<file path="src/rtl/uart_dir_defines.vh">
// register offsets, field positions, reset values and timing counts
`ifndef UART_DIR_DEFINES_VH
`define UART_DIR_DEFINES_VH

`define A_DATA      3'h0
`define A_LINE      3'h1
`define A_DIV_LO    3'h2
`define A_DIV_HI    3'h3
`define A_STATUS    3'h4
`define A_MODE      3'h5

`define LINE_LEN_LO 0
`define LINE_LEN_HI 1
`define LINE_STOP   2
`define LINE_PAR_EN 3
`define LINE_EVEN   4

`define ST_RX_AVAIL 0
`define ST_TX_FULL  1
`define ST_TX_IDLE  2
`define ST_PAR_ERR  3
`define ST_FRM_ERR  4
`define ST_OVERRUN  5
`define ST_DRV_EN   6
`define ST_RCV_EN   7

`define MODE_HALF   0

`define LINE_RESET  8'h03
`define DIV_RESET   16'h0001
`define MODE_RESET  8'h01

`define PRESCALE_1X 3'h4
`define PRESCALE_4X 3'h1
`define OVERSAMPLE  5'h10
`define HALF_BIT    5'h08
`define STOP_ONE    6'h10
`define STOP_MID    6'h18
`define STOP_TWO    6'h20

`endif
</file>
<file path="src/rtl/README_unused.v">
// spare source file; it holds no logic

</file>
<file path="src/rtl/async_comm_element.v">
// buffered serial port with automatic line direction control
//
// Notes on behaviour
// - driver enable rises once transmit data queued
// - driver held one character after last shifted
// - in half duplex, receiver off while sending, back after hold
// - hold time follows programmed baud divisor
// - five to eight data bits per frame
// - even, odd or no parity, checked
// - stop of one, one-and-half, two bits
// - sixteen-byte queues for transmit and receive
// - static range input selects 1x or 4x
// - bit timing generated from programmed divisor
// - full-duplex and half-duplex operation supported
// - half duplex lets one direction at once
//
// Chosen here: strobed register access and the placing of the registers.
`timescale 1ns/100ps
`include "uart_dir_defines.vh"
module async_comm_element
#(
  parameter QUEUE_LOG2 = 4
)
(
  input  wire       CLK,
  input  wire       RST,
  input  wire [2:0] ADDR,
  input  wire [7:0] WDATA,
  input  wire       WR,
  input  wire       RD,
  output reg  [7:0] RDATA,
  input  wire       RANGE_4X,
  input  wire       RXD,
  output reg        TXD,
  output wire       DRV_EN,
  output wire       RCV_EN
);
  localparam T_IDLE = 3'h0;
  localparam T_LOAD = 3'h1;
  localparam T_STRT = 3'h2;
  localparam T_DATA = 3'h3;
  localparam T_PAR  = 3'h4;
  localparam T_STOP = 3'h5;
  localparam R_IDLE = 2'h0;
  localparam R_STRT = 2'h1;
  localparam R_BITS = 2'h2;
  localparam D_QUIET = 2'h0;
  localparam D_SEND  = 2'h1;
  localparam D_HOLD  = 2'h2;

  reg  [7:0]  line_ctl;
  reg  [15:0] divisor;
  reg  [7:0]  mode;
  reg         par_err;
  reg         frm_err;
  reg         overrun;
  reg  [2:0]  rd_sel;
  reg  [1:0]  range_sync;
  reg  [1:0]  rxd_sync;
  reg  [2:0]  pre_cnt;
  reg  [15:0] div_cnt;
  reg         tick;
  reg  [2:0]  tx_state;
  reg  [4:0]  tx_ticks;
  reg  [3:0]  tx_bit;
  reg  [7:0]  tx_shift;
  reg         tx_par;
  reg  [1:0]  rx_state;
  reg  [4:0]  rx_ticks;
  reg  [3:0]  rx_bit;
  reg  [7:0]  rx_shift;
  reg         rx_par;
  reg  [1:0]  dir;
  reg  [8:0]  hold_cnt;
  reg         rx_push;
  reg         rx_bad_par;
  reg         rx_bad_stop;
  reg  [7:0]  status_word;
  wire [3:0]  data_bits;
  wire [5:0]  stop_ticks;
  wire [8:0]  char_ticks;
  wire [2:0]  prescale;
  wire [15:0] div_eff;
  wire        tx_full;
  wire        tx_empty;
  wire [7:0]  tx_head;
  wire        rx_full;
  wire        rx_empty;
  wire [7:0]  rx_head;
  wire        tx_pop;
  wire        rx_pop;
  wire        rx_line;
  wire        half;
  wire        tx_busy;
  wire        rx_sample;

  // frame format decoded once, shared by transmitter, receiver, hold
  assign data_bits  = {2'b00, line_ctl[`LINE_LEN_HI:`LINE_LEN_LO]} +
                      4'h5;
  assign stop_ticks = !line_ctl[`LINE_STOP] ? `STOP_ONE :
                      (data_bits == 4'h5) ? `STOP_MID : `STOP_TWO;
  // one character in sixteenth-bit ticks; scales with divisor
  assign char_ticks = {1'b0, data_bits, 4'h0} + 9'h010 +
                      (line_ctl[`LINE_PAR_EN] ? 9'h010 : 9'h000) +
                      {3'b000, stop_ticks};
  assign half       = mode[`MODE_HALF];

  // one-bit result so the parity compare is never widened against
  // an inverted even-select bit
  function odd_of;
    input [7:0] bits;
    input [3:0] len;
    reg   [7:0] mask;
    begin
      mask   = 8'hff >> (4'h8 - len);
      odd_of = ^(bits & mask);
    end
  endfunction

  always @(posedge CLK)
  begin
    if (RST)
    begin
      range_sync <= 2'b00;
      rxd_sync   <= 2'b11;
    end
    else
    begin
      range_sync <= {range_sync[0], RANGE_4X};
      rxd_sync   <= {rxd_sync[0], RXD};
    end
  end

  // 4x range drops the prescaler, so the same divisor runs four times
  // faster from one oscillator
  assign prescale = range_sync[1] ? `PRESCALE_4X : `PRESCALE_1X;
  assign div_eff  = (divisor == 16'h0000) ? 16'h0001 : divisor;

  always @(posedge CLK)
  begin
    if (RST)
    begin
      pre_cnt <= 3'h0;
      div_cnt <= 16'h0000;
      tick    <= 1'b0;
    end
    else
    begin
      tick <= 1'b0;
      if (pre_cnt >= prescale - 3'h1)
      begin
        pre_cnt <= 3'h0;
        if (div_cnt >= div_eff - 16'h0001)
        begin
          div_cnt <= 16'h0000;
          tick    <= 1'b1;
        end
        else
          div_cnt <= div_cnt + 16'h0001;
      end
      else
        pre_cnt <= pre_cnt + 3'h1;
    end
  end

  byte_queue
  #(
    .WIDTH      (8),
    .DEPTH_LOG2 (QUEUE_LOG2)
  )
  tx_queue
  (
    .clk       (CLK),
    .rst       (RST),
    .push      (WR && ADDR == `A_DATA),
    .push_data (WDATA),
    .full      (tx_full),
    .pop       (tx_pop),
    .pop_data  (tx_head),
    .empty     (tx_empty)
  );

  byte_queue
  #(
    .WIDTH      (8),
    .DEPTH_LOG2 (QUEUE_LOG2)
  )
  rx_queue
  (
    .clk       (CLK),
    .rst       (RST),
    .push      (rx_push),
    .push_data (rx_shift),
    .full      (rx_full),
    .pop       (rx_pop),
    .pop_data  (rx_head),
    .empty     (rx_empty)
  );

  // transmitter only starts once the driver is already on the line
  assign tx_pop  = (tx_state == T_IDLE) && !tx_empty && (dir == D_SEND);
  assign tx_busy = (tx_state != T_IDLE) || !tx_empty;
  assign rx_pop  = RD && (ADDR == `A_DATA);

  always @(posedge CLK)
  begin
    if (RST)
    begin
      tx_state <= T_IDLE;
      tx_ticks <= 5'h00;
      tx_bit   <= 4'h0;
      tx_shift <= 8'h00;
      tx_par   <= 1'b0;
      TXD      <= 1'b1;
    end
    else
    begin
      case (tx_state)
        T_IDLE:
        begin
          TXD <= 1'b1;
          if (tx_pop)
            tx_state <= T_LOAD;
        end
        T_LOAD:
        begin
          tx_shift <= tx_head;
          tx_par   <= odd_of(tx_head, data_bits) ^
                      ~line_ctl[`LINE_EVEN];
          tx_ticks <= 5'h00;
          tx_bit   <= 4'h0;
          if (tick)
          begin
            TXD      <= 1'b0;
            tx_state <= T_STRT;
          end
        end
        T_STRT, T_DATA, T_PAR:
        begin
          if (tick)
          begin
            if (tx_ticks == `OVERSAMPLE - 5'h01)
            begin
              tx_ticks <= 5'h00;
              if (tx_state != T_DATA)
                tx_bit <= 4'h0;
              else
                tx_bit <= tx_bit + 4'h1;
              if (tx_state == T_STRT ||
                  (tx_state == T_DATA && tx_bit < data_bits - 4'h1))
              begin
                TXD      <= tx_shift[0];
                tx_shift <= {1'b0, tx_shift[7:1]};
                tx_state <= T_DATA;
              end
              else if (tx_state == T_DATA && line_ctl[`LINE_PAR_EN])
              begin
                TXD      <= tx_par;
                tx_state <= T_PAR;
              end
              else
              begin
                TXD      <= 1'b1;
                tx_state <= T_STOP;
              end
            end
            else
              tx_ticks <= tx_ticks + 5'h01;
          end
        end
        T_STOP:
        begin
          if (tick)
          begin
            if ({1'b0, tx_ticks} == stop_ticks - 6'h01 ||
                tx_ticks == 5'h1f)
            begin
              tx_ticks <= 5'h00;
              tx_state <= T_IDLE;
            end
            else
              tx_ticks <= tx_ticks + 5'h01;
          end
        end
        default:
          tx_state <= T_IDLE;
      endcase
    end
  end

  // line direction: quiet, sending, then one-character hold
  always @(posedge CLK)
  begin
    if (RST)
    begin
      dir      <= D_QUIET;
      hold_cnt <= 9'h000;
    end
    else
    begin
      case (dir)
        D_QUIET:
          if (!tx_empty)
            dir <= D_SEND;
        D_SEND:
          if (!tx_busy)
          begin
            hold_cnt <= char_ticks;
            dir      <= D_HOLD;
          end
        D_HOLD:
        begin
          if (!tx_empty)
            dir <= D_SEND;
          else if (hold_cnt == 9'h000)
            dir <= D_QUIET;
          else if (tick)
            hold_cnt <= hold_cnt - 9'h001;
        end
        default:
          dir <= D_QUIET;
      endcase
    end
  end

  assign DRV_EN = (dir != D_QUIET);
  // full duplex keeps both pairs live; half duplex turns the line
  // round so only one direction flows
  assign RCV_EN = !half || (dir == D_QUIET);
  // a disabled receiver sees an idle line, so own echo is never framed
  assign rx_line = RCV_EN ? rxd_sync[1] : 1'b1;
  assign rx_sample = tick && (rx_ticks == `OVERSAMPLE - 5'h01);

  always @(posedge CLK)
  begin
    if (RST)
    begin
      rx_state    <= R_IDLE;
      rx_ticks    <= 5'h00;
      rx_bit      <= 4'h0;
      rx_shift    <= 8'h00;
      rx_par      <= 1'b0;
      rx_push     <= 1'b0;
      rx_bad_par  <= 1'b0;
      rx_bad_stop <= 1'b0;
    end
    else
    begin
      rx_push     <= 1'b0;
      rx_bad_par  <= 1'b0;
      rx_bad_stop <= 1'b0;
      case (rx_state)
        R_IDLE:
        begin
          rx_ticks <= 5'h00;
          rx_bit   <= 4'h0;
          rx_shift <= 8'h00;
          if (!rx_line)
            rx_state <= R_STRT;
        end
        R_STRT:
        begin
          if (tick)
          begin
            if (rx_ticks == `HALF_BIT - 5'h01)
            begin
              rx_ticks <= 5'h00;
              rx_state <= rx_line ? R_IDLE : R_BITS;
            end
            else
              rx_ticks <= rx_ticks + 5'h01;
          end
        end
        R_BITS:
        begin
          if (tick)
            rx_ticks <= rx_sample ? 5'h00 : rx_ticks + 5'h01;
          if (rx_sample)
          begin
            rx_bit <= rx_bit + 4'h1;
            if (rx_bit < data_bits)
              rx_shift <= rx_shift |
                          ({7'h00, rx_line} << rx_bit[2:0]);
            else if (rx_bit == data_bits && line_ctl[`LINE_PAR_EN])
              rx_par <= rx_line;
            else
            begin
              // stop sampled once; remaining stop time is idle wait
              rx_push     <= 1'b1;
              rx_bad_stop <= !rx_line;
              rx_bad_par  <= line_ctl[`LINE_PAR_EN] &&
                             (rx_par != (odd_of(rx_shift, data_bits) ^
                              ~line_ctl[`LINE_EVEN]));
              rx_state    <= R_IDLE;
            end
          end
        end
        default:
          rx_state <= R_IDLE;
      endcase
    end
  end

  // register file; sticky errors clear on status read, set wins
  always @(posedge CLK)
  begin
    if (RST)
    begin
      line_ctl <= `LINE_RESET;
      divisor  <= `DIV_RESET;
      mode     <= `MODE_RESET;
      par_err  <= 1'b0;
      frm_err  <= 1'b0;
      overrun  <= 1'b0;
      rd_sel   <= 3'h7;
    end
    else
    begin
      rd_sel <= RD ? ADDR : 3'h7;
      if (WR && ADDR == `A_LINE)
        line_ctl <= {3'b000, WDATA[4:0]};
      if (WR && ADDR == `A_DIV_LO)
        divisor[7:0] <= WDATA;
      if (WR && ADDR == `A_DIV_HI)
        divisor[15:8] <= WDATA;
      if (WR && ADDR == `A_MODE)
        mode <= {7'h00, WDATA[`MODE_HALF]};
      if (RD && ADDR == `A_STATUS)
      begin
        par_err <= 1'b0;
        frm_err <= 1'b0;
        overrun <= 1'b0;
      end
      if (rx_bad_par)
        par_err <= 1'b1;
      if (rx_bad_stop)
        frm_err <= 1'b1;
      if (rx_push && rx_full)
        overrun <= 1'b1;
    end
  end

  always @*
  begin
    case (rd_sel)
      `A_DATA:   RDATA = rx_head;
      `A_LINE:   RDATA = line_ctl;
      `A_DIV_LO: RDATA = divisor[7:0];
      `A_DIV_HI: RDATA = divisor[15:8];
      `A_STATUS: RDATA = status_word;
      `A_MODE:   RDATA = mode;
      default:   RDATA = 8'h00;
    endcase
  end

  always @(posedge CLK)
  begin
    if (RST)
      status_word <= 8'h00;
    else
    begin
      status_word                <= 8'h00;
      status_word[`ST_RX_AVAIL] <= !rx_empty;
      status_word[`ST_TX_FULL]  <= tx_full;
      status_word[`ST_TX_IDLE]  <= !tx_busy;
      status_word[`ST_PAR_ERR]  <= par_err;
      status_word[`ST_FRM_ERR]  <= frm_err;
      status_word[`ST_OVERRUN]  <= overrun;
      status_word[`ST_DRV_EN]   <= DRV_EN;
      status_word[`ST_RCV_EN]   <= RCV_EN;
    end
  end
endmodule

</file>
<file path="src/rtl/byte_queue.v">
// small first-in first-out store with registered read data
`timescale 1ns/100ps
module byte_queue
#(
  parameter WIDTH      = 8,
  parameter DEPTH_LOG2 = 4
)
(
  input  wire             clk,
  input  wire             rst,
  input  wire             push,
  input  wire [WIDTH-1:0] push_data,
  output wire             full,
  input  wire             pop,
  output reg  [WIDTH-1:0] pop_data,
  output wire             empty
);
  localparam DEPTH = 1 << DEPTH_LOG2;

  reg [WIDTH-1:0]    mem [0:DEPTH-1];
  reg [DEPTH_LOG2:0] wr_ptr;
  reg [DEPTH_LOG2:0] rd_ptr;

  assign empty = (wr_ptr == rd_ptr);
  assign full  = (wr_ptr[DEPTH_LOG2] != rd_ptr[DEPTH_LOG2]) &&
                 (wr_ptr[DEPTH_LOG2-1:0] == rd_ptr[DEPTH_LOG2-1:0]);

  always @(posedge clk)
  begin
    if (push && !full)
      mem[wr_ptr[DEPTH_LOG2-1:0]] <= push_data;
  end

  always @(posedge clk)
  begin
    if (rst)
    begin
      wr_ptr   <= {(DEPTH_LOG2+1){1'b0}};
      rd_ptr   <= {(DEPTH_LOG2+1){1'b0}};
      pop_data <= {WIDTH{1'b0}};
    end
    else
    begin
      if (push && !full)
        wr_ptr <= wr_ptr + 1'b1;
      if (pop && !empty)
      begin
        pop_data <= mem[rd_ptr[DEPTH_LOG2-1:0]];
        rd_ptr   <= rd_ptr + 1'b1;
      end
    end
  end
endmodule

</file>
<file path="config.mk">
export PLATFORM = sky130hd
export DESIGN_NAME = async_comm_element
export DESIGN_NICKNAME = d
export VERILOG_FILES = /design/src/rtl/README_unused.v /design/src/rtl/async_comm_element.v /design/src/rtl/byte_queue.v
export VERILOG_INCLUDE_DIRS = /design/src /design/src/rtl
export SDC_FILE = /design/constraint.sdc
export NUM_CORES = 1
export LEC_CHECK = 0
export ABC_CLOCK_PERIOD_IN_PS = 4100
export BUFFER_PORTS_ARGS = -buffer_cell sky130_fd_sc_hd__buf_2
export CAP_MARGIN = 40
export CORE_MARGIN = 5
export CORE_UTILIZATION = 59
export CTS_BUF_LIST = sky130_fd_sc_hd__clkbuf_4 sky130_fd_sc_hd__clkbuf_8
export CTS_CLUSTER_DIAMETER = 200
export CTS_CLUSTER_SIZE = 8
export DETAILED_ROUTE_END_ITERATION = 8
export GPL_ROUTABILITY_DRIVEN = 1
export PLACE_DENSITY = 0.74
export SLEW_MARGIN = 20
export SYNTH_ARGS = -nofsm -noshare
export SYNTH_HDL_FRONTEND = slang
export SYNTH_HIERARCHICAL = 1
export SYNTH_SLANG_ARGS = --single-unit
</file>
<file path="constraint.sdc">
create_clock -name CLK -period 4.1 [get_ports CLK]
set_input_delay 0.205 -clock CLK [delete_from_list [all_inputs] [get_ports CLK]]
set_output_delay 0.205 -clock CLK [all_outputs]
set_load 0.02 [all_outputs]
</file>
Yosys cells after proc, flatten, opt, wreduce, memory -nomap -nowiden
Memories as Yosys holds them, arrays and structs flattened. A register that Yosys moved wholly into a read port is not among the register bits.
Cells that the tools add are included.

cells by class
  $add $sub $neg = 20
  order comparisons = 4
  equality and inequality tests = 55
  shifts and indexed selects = 2
  mux-type cells = 74
  bitwise gates (word level) = 11
  reductions and logical operators = 70

operators by type and width
  kind                                                                  number
  8-bit case mux with 6 select lines                                    1
  5-bit 2-to-1 mux                                                      9
  8-bit 2-to-1 mux                                                      5
  2-bit inequality test, second input constant                          19
  9-bit 2-to-1 mux                                                      4
  16-bit 2-to-1 mux                                                     2
  8-bit case mux with 2 select lines                                    2
  5-bit by 1-bit adder with 5-bit output, second input constant         6
  5-bit case mux with 3 select lines                                    2
  3-bit 2-to-1 mux                                                      8
  2-bit 2-to-1 mux                                                      11
  1-bit logical AND                                                     21
  3-bit by 2-bit == test with 1-bit output, second input constant       6
  3-bit == test, second input constant                                  6
  9-bit case mux with 2 select lines                                    1
  1-bit 2-to-1 mux                                                      17
  16-bit by 1-bit adder with 16-bit output, second input constant       1
  8-bit AND                                                             2
  16-bit greater-or-equal comparator                                    1
  16-bit logical NOT                                                    1
  4-bit 2-to-1 mux                                                      4
  4-bit case mux with 2 select lines                                    2
  8-bit XOR reduction                                                   2
  16-bit by 1-bit subtractor with 16-bit output, second input constant  1
  other kinds (52)                                                      102

word-level totals
  bits in registers = 136
  bits in writable memories = 256
  input port bits = 17
  output and inout port bits = 11
  word-level logic and storage cells = 272
  memories = 2

memories
  memory        depth  bits a word  read ports  clocked after memory_dff  write ports  line             RTL
  rx_queue.mem  16     8            1           1                         1            byte_queue.v:20  reg [WIDTH-1:0] mem [0:DEPTH-1];
  tx_queue.mem  16     8            1           1                         1            byte_queue.v:20

Logic depth before layout (Yosys ltp)
  depth after elaboration = 10
  depth in mapped cells = 19

Modules after synthesis
Netlist, hierarchy kept.

by module, submodules not included
  module              times used  cells an instance  area each (um2)  seq. area each (um2)
  byte_queue          2           335                5871.9           4204.0
  async_comm_element  1           781                6636.4           2322.2

Least setup slack after synthesis
No wires, ideal clock.

  path type = flip-flop to flip-flop
  from = register divisor[8]
  to = register div_cnt[10]
  library setup time = 0.128 ns
  arrival time = 3.741 ns
  slack = 0.231 ns
  cell stages (with the launch flop) = 19
  buffers on the path = 1
  period minus slack after synthesis = 3.869 ns
  cell sequence = dfxtp_1 -> nor4_1 -> nand2b_1 -> nor4_4 -> nor3b_1 -> nor2_1 -> ha_1 -> nand2_1 -> or2_2 -> nor4_1 -> nand2_1 -> xor2_1 -> ha_1 -> nand4_1 -> a211o_1 -> o211ai_1 -> a21o_1 -> clkbuf_1 -> nor2_1

between the ends
  longest elaborated chain between the ends = 5

ends and longest elaborated chain
  item                                             line                      RTL
  start, declared                                  async_comm_element.v:52   reg [15:0] divisor;
  start signal, assigned                           async_comm_element.v:410  divisor <= `DIV_RESET;
  16-bit logical NOT                               async_comm_element.v:137  assign div_eff = (divisor == 16'h0000) ? 16'h0001 : divisor;
  16-bit 2-to-1 mux *                              async_comm_element.v:137
  16-bit by 1-bit subtractor with 16-bit output *  async_comm_element.v:153  if (div_cnt >= div_eff - 16'h0001)
  16-bit greater-or-equal comparator *             async_comm_element.v:153
  16-bit 2-to-1 mux *                              async_comm_element.v:153
  end signal, assigned                             async_comm_element.v:159  div_cnt <= div_cnt + 16'h0001;
  end, declared                                    async_comm_element.v:61   reg [15:0] div_cnt;

Every way passes the cells marked *; elsewhere a longest branch is shown, timed or not.
A chain may end at the register's enable or synchronous reset.

Worst setup path in the final report
  from = register divisor[0]
  to = register div_cnt[2]

The elaborated chain is that of the path after synthesis.

==> flow_metrics.env <==
export IMPL_outcome="completed"
export IMPL_clk_latency_ns=0.62
export IMPL_wl_um=39000
export IMPL_cp_slowest_stage_delay_ns=0.55
export IMPL_fin_crit_sh_pct=97.4
export IMPL_synth_edff_count=256
export IMPL_worstPathRequired_ns=4.63
export IMPL_synth_fp_nets=1529
export IMPL_highest_layer="met4"
export IMPL_min_path_type="in -> reg"
export IMPL_dieHeight_um=187
export IMPL_finalCoreUtilization_pct=65.6
export IMPL_antenna_found_initial=0
export IMPL_drive_gt1_share_pct=18.2
export IMPL_design_power_total_w=0.00794
export IMPL_htreeDepth=2
export IMPL_rsz0062_at_grt="yes"
export IMPL_fp_row_count=64
export IMPL_crit_start="divisor[0]"
export IMPL_drc=0
export IMPL_port_buffers=27
export IMPL_first_global_vias=11400
export IMPL_cts_tree="done"
export IMPL_cts_path_max_buffers=3
export IMPL_grt_max_degree=62
export IMPL_critPathCaptureType="flip-flop"
export IMPL_drt_pass1_iterations=5
export IMPL_met1_length_um=17500
export IMPL_avgViaCountPerCell=5.99
export IMPL_fmax_mhz=250
export IMPL_hold_start="RD"
export IMPL_dp_hpwl_um=25800
export IMPL_fin_crit_ns=3.99
export IMPL_final_cells=1940
export IMPL_slew_headroom_pct=47.6
export IMPL_synthFlopType="edfxtp_1"
export IMPL_drv_slew=0
export IMPL_place_gp_congestion=0.860
export IMPL_dr_wl_met2_um=18300
export IMPL_io_pins=28
export IMPL_grt_total_usage_pct=22.1
export IMPL_drtIter0Drc=788
export IMPL_syn_area_um2=18400
export IMPL_fin_nets=1583
export IMPL_dr_total_vias=11600
export IMPL_critPathLaunchType="flip-flop"
export IMPL_dieArea_um2=34800
export IMPL_yosys_warnings=6
export IMPL_dr_wl_met3_um=2380
export IMPL_cp_arrival_ns=4.53
export IMPL_post_place_cells=1829
export IMPL_final_area_um2=20100
export IMPL_num_antenna_cells=0
export IMPL_path_clk_slew_ns=0.06
export IMPL_seq_area_frac_synth_pct=58.4
export IMPL_synthDistinctLibCells=85
export IMPL_finalHoldViolations=0
export IMPL_routedWlPerCell_um=20.1
export IMPL_setup_viol_count_final=0
export IMPL_cts_sinks=408
export IMPL_vdd_ir_drop_max_mv=0.312
export IMPL_root_buffer="clkbuf_8"
export IMPL_crit_path_max_fanout=5
export IMPL_cp_cell_sequence="or4_1 > or4_4 > nor3b_4 > nor2_1 > ha_1 > nand2_1 > or2_4 > nor4_4 > nand2_1 > xor2_1 > ha_1 > o21a_1 > o2111ai_2 > o211ai_1 > or4b_1 > a31oi_1"
export IMPL_fp_dieW_um=187
export IMPL_critical_path_class="reg -> reg"
export IMPL_drtAntennaViolNets=0
export IMPL_synth_cells=1451
export IMPL_avgSynthCellArea_um2=12.7
export IMPL_setup_tns_ns=0
export IMPL_post_dp_cell_area_um2=18800
export IMPL_cts_buffers=56
export IMPL_coreArea_um2=30700
export IMPL_slowest_stage="or4_1"
export IMPL_powerDensity_nw_per_um2=395
export IMPL_synth_seq_cells=408
export IMPL_area_growth_pct=9.40
export IMPL_grt_overflow_total=0
export IMPL_skew_ns=0.0250
export IMPL_grt_pass1_wl_um=62700
export IMPL_p_leak_nw=7.00
export IMPL_postSynth_asyncResetShare_pct=0
export IMPL_tightest_slew_ns=0.784
export IMPL_r2r_start="divisor[0]"
export IMPL_initial_core_util_pct=59.9
export IMPL_drv_cap=0
-- cell usage after synthesis (all sizes together) (5+ instances only) --
library cell | count | share of area (%)
a31oi | 6 | 0.20
mux4 | 51 | 6.3
nor4 | 6 | 0.29
or4 | 9 | 0.39
nor3 | 54 | 1.5
nand2b | 14 | 0.48
or3 | 8 | 0.30
clkbuf | 34 | 0.71
nand2 | 81 | 1.7
nand4 | 10 | 0.41
inv | 39 | 0.80
ha | 59 | 4.0
nand3 | 31 | 0.84
mux2 | 36 | 2.2
a21oi | 52 | 1.4
o21a | 16 | 0.65
or3b | 6 | 0.29
xnor2 | 43 | 2.0
a211o | 6 | 0.29
edfxtp | 256 | 42
and3 | 30 | 1.0
nor2b | 48 | 1.6
buf | 36 | 1.3
or2 | 7 | 0.25
o21ai | 33 | 0.90
a211oi | 46 | 2.0
o211ai | 8 | 0.33
dfxtp | 152 | 17
mux2i | 24 | 1.3
xor2 | 25 | 1.2
nor2 | 134 | 2.8
o22ai | 19 | 0.65
and2 | 5 | 0.17
a22oi | 11 | 0.45
-- repair_timing --
item                       in CTS  in global routing
resized for setup               2                  8
setup buffers                   0                  2
hold endpoints to repair        6                  0
pin swaps                       0                  2
setup endpoints to repair      14                 16
hold buffers                    9                  0
-- report_power, final --
part           leakage, nW  total (W)  internal (W)  switching [W]
clock                0.592    0.00308       0.00162        0.00147
sequential            3.60    0.00443       0.00438      0.0000535
combinational         2.81   0.000426      0.000166       0.000260
-- worst max-delay path, delay by kind of cell, from the launching register on --
family	cells	cell delay (ns)
compound gates	4	0.74
xor+xnor	1	0.15
fa+ha+maj	2	0.48
flops	1	0.30
simple gates	9	2.26
-- stage by stage --
| stage | worst slack [ns] | hold slack, ns |
|---|---|---|
| floorplan | 0.231 | 0.304 |
| global placement | 0.0669 | 0.394 |
| detailed placement | -0.0698 | 0.395 |
| CTS | 0.0795 | 0.00368 |
| global route | -0.118 | 0.0386 |
| finish | 0.108 | 0.0387 |
-- cell families (layout without fill, tap and decap cells) --
family,count (synthesis),in the layout,synth area share (%)
muxes,111,111,9.78
AOI/OAI and AO/OA,228,228,8.43
buffers and inverters,109,202,2.77
adders and majority gates,61,61,4.23
and+or+nand+nor,466,466,13.2
DFF,408,408,58.4
xor gates and xnor gates,68,68,3.24
-- metal layers --
layer  track usage, %  vias up
met5                0        -
met4             6.19        0
met3             3.87       74
met2             34.3      329
met1             32.5     5675
li1                 -     5538
-- cell usage in the layout, fill, tap and decap left out, types with 31 or more instances in the layout --
cell and n:
dfxtp_1 148, edfxtp_1 256, inv_1 36, nand3_1 31, nor3_1 52, mux4_2 50
nor2b_1 48, ha_1 59, xnor2_1 43, nand2_1 81, clkbuf_4 39, mux2_2 36
a21oi_1 51, a211oi_1 40, nor2_1 133, clkbuf_8 56
-- area by class of cell --
cell class                 instances  area, µm²
timing repair buffer              66        453
sequential                       408      10700
clock buffer                      94       1060
inverter                          39        146
clock inverter                     3       40.0
tap                              396        495
multi-input combinational        934       7180
fill                            2287      10600
-- path summary, 6_finish.rpt --
kind                  to  slack, ns  cells after the start
max reg2reg   div_cnt[2]       0.11                     16
min              overrun       0.04                      4
max           div_cnt[2]       0.11                     16
min reg2reg  rxd_sync[1]       0.42                      1
-- state kept, by name, indices dropped and copies added, names as in the netlist, 5 cells and up --
name               flops
rx_queue/pop_data      8
rx_queue/mem         128
rx_queue/wr_ptr        5
rx_queue/rd_ptr        5
rx_ticks               5
tx_queue/pop_data      8
status_word            8
hold_cnt               9
divisor               16
tx_queue/wr_ptr        5
tx_ticks               5
tx_queue/rd_ptr        5
div_cnt               16
tx_shift               8
tx_queue/mem         128
line_ctl               5
rx_shift               8
No activity file was read; power rests on OpenSTA's default activity.
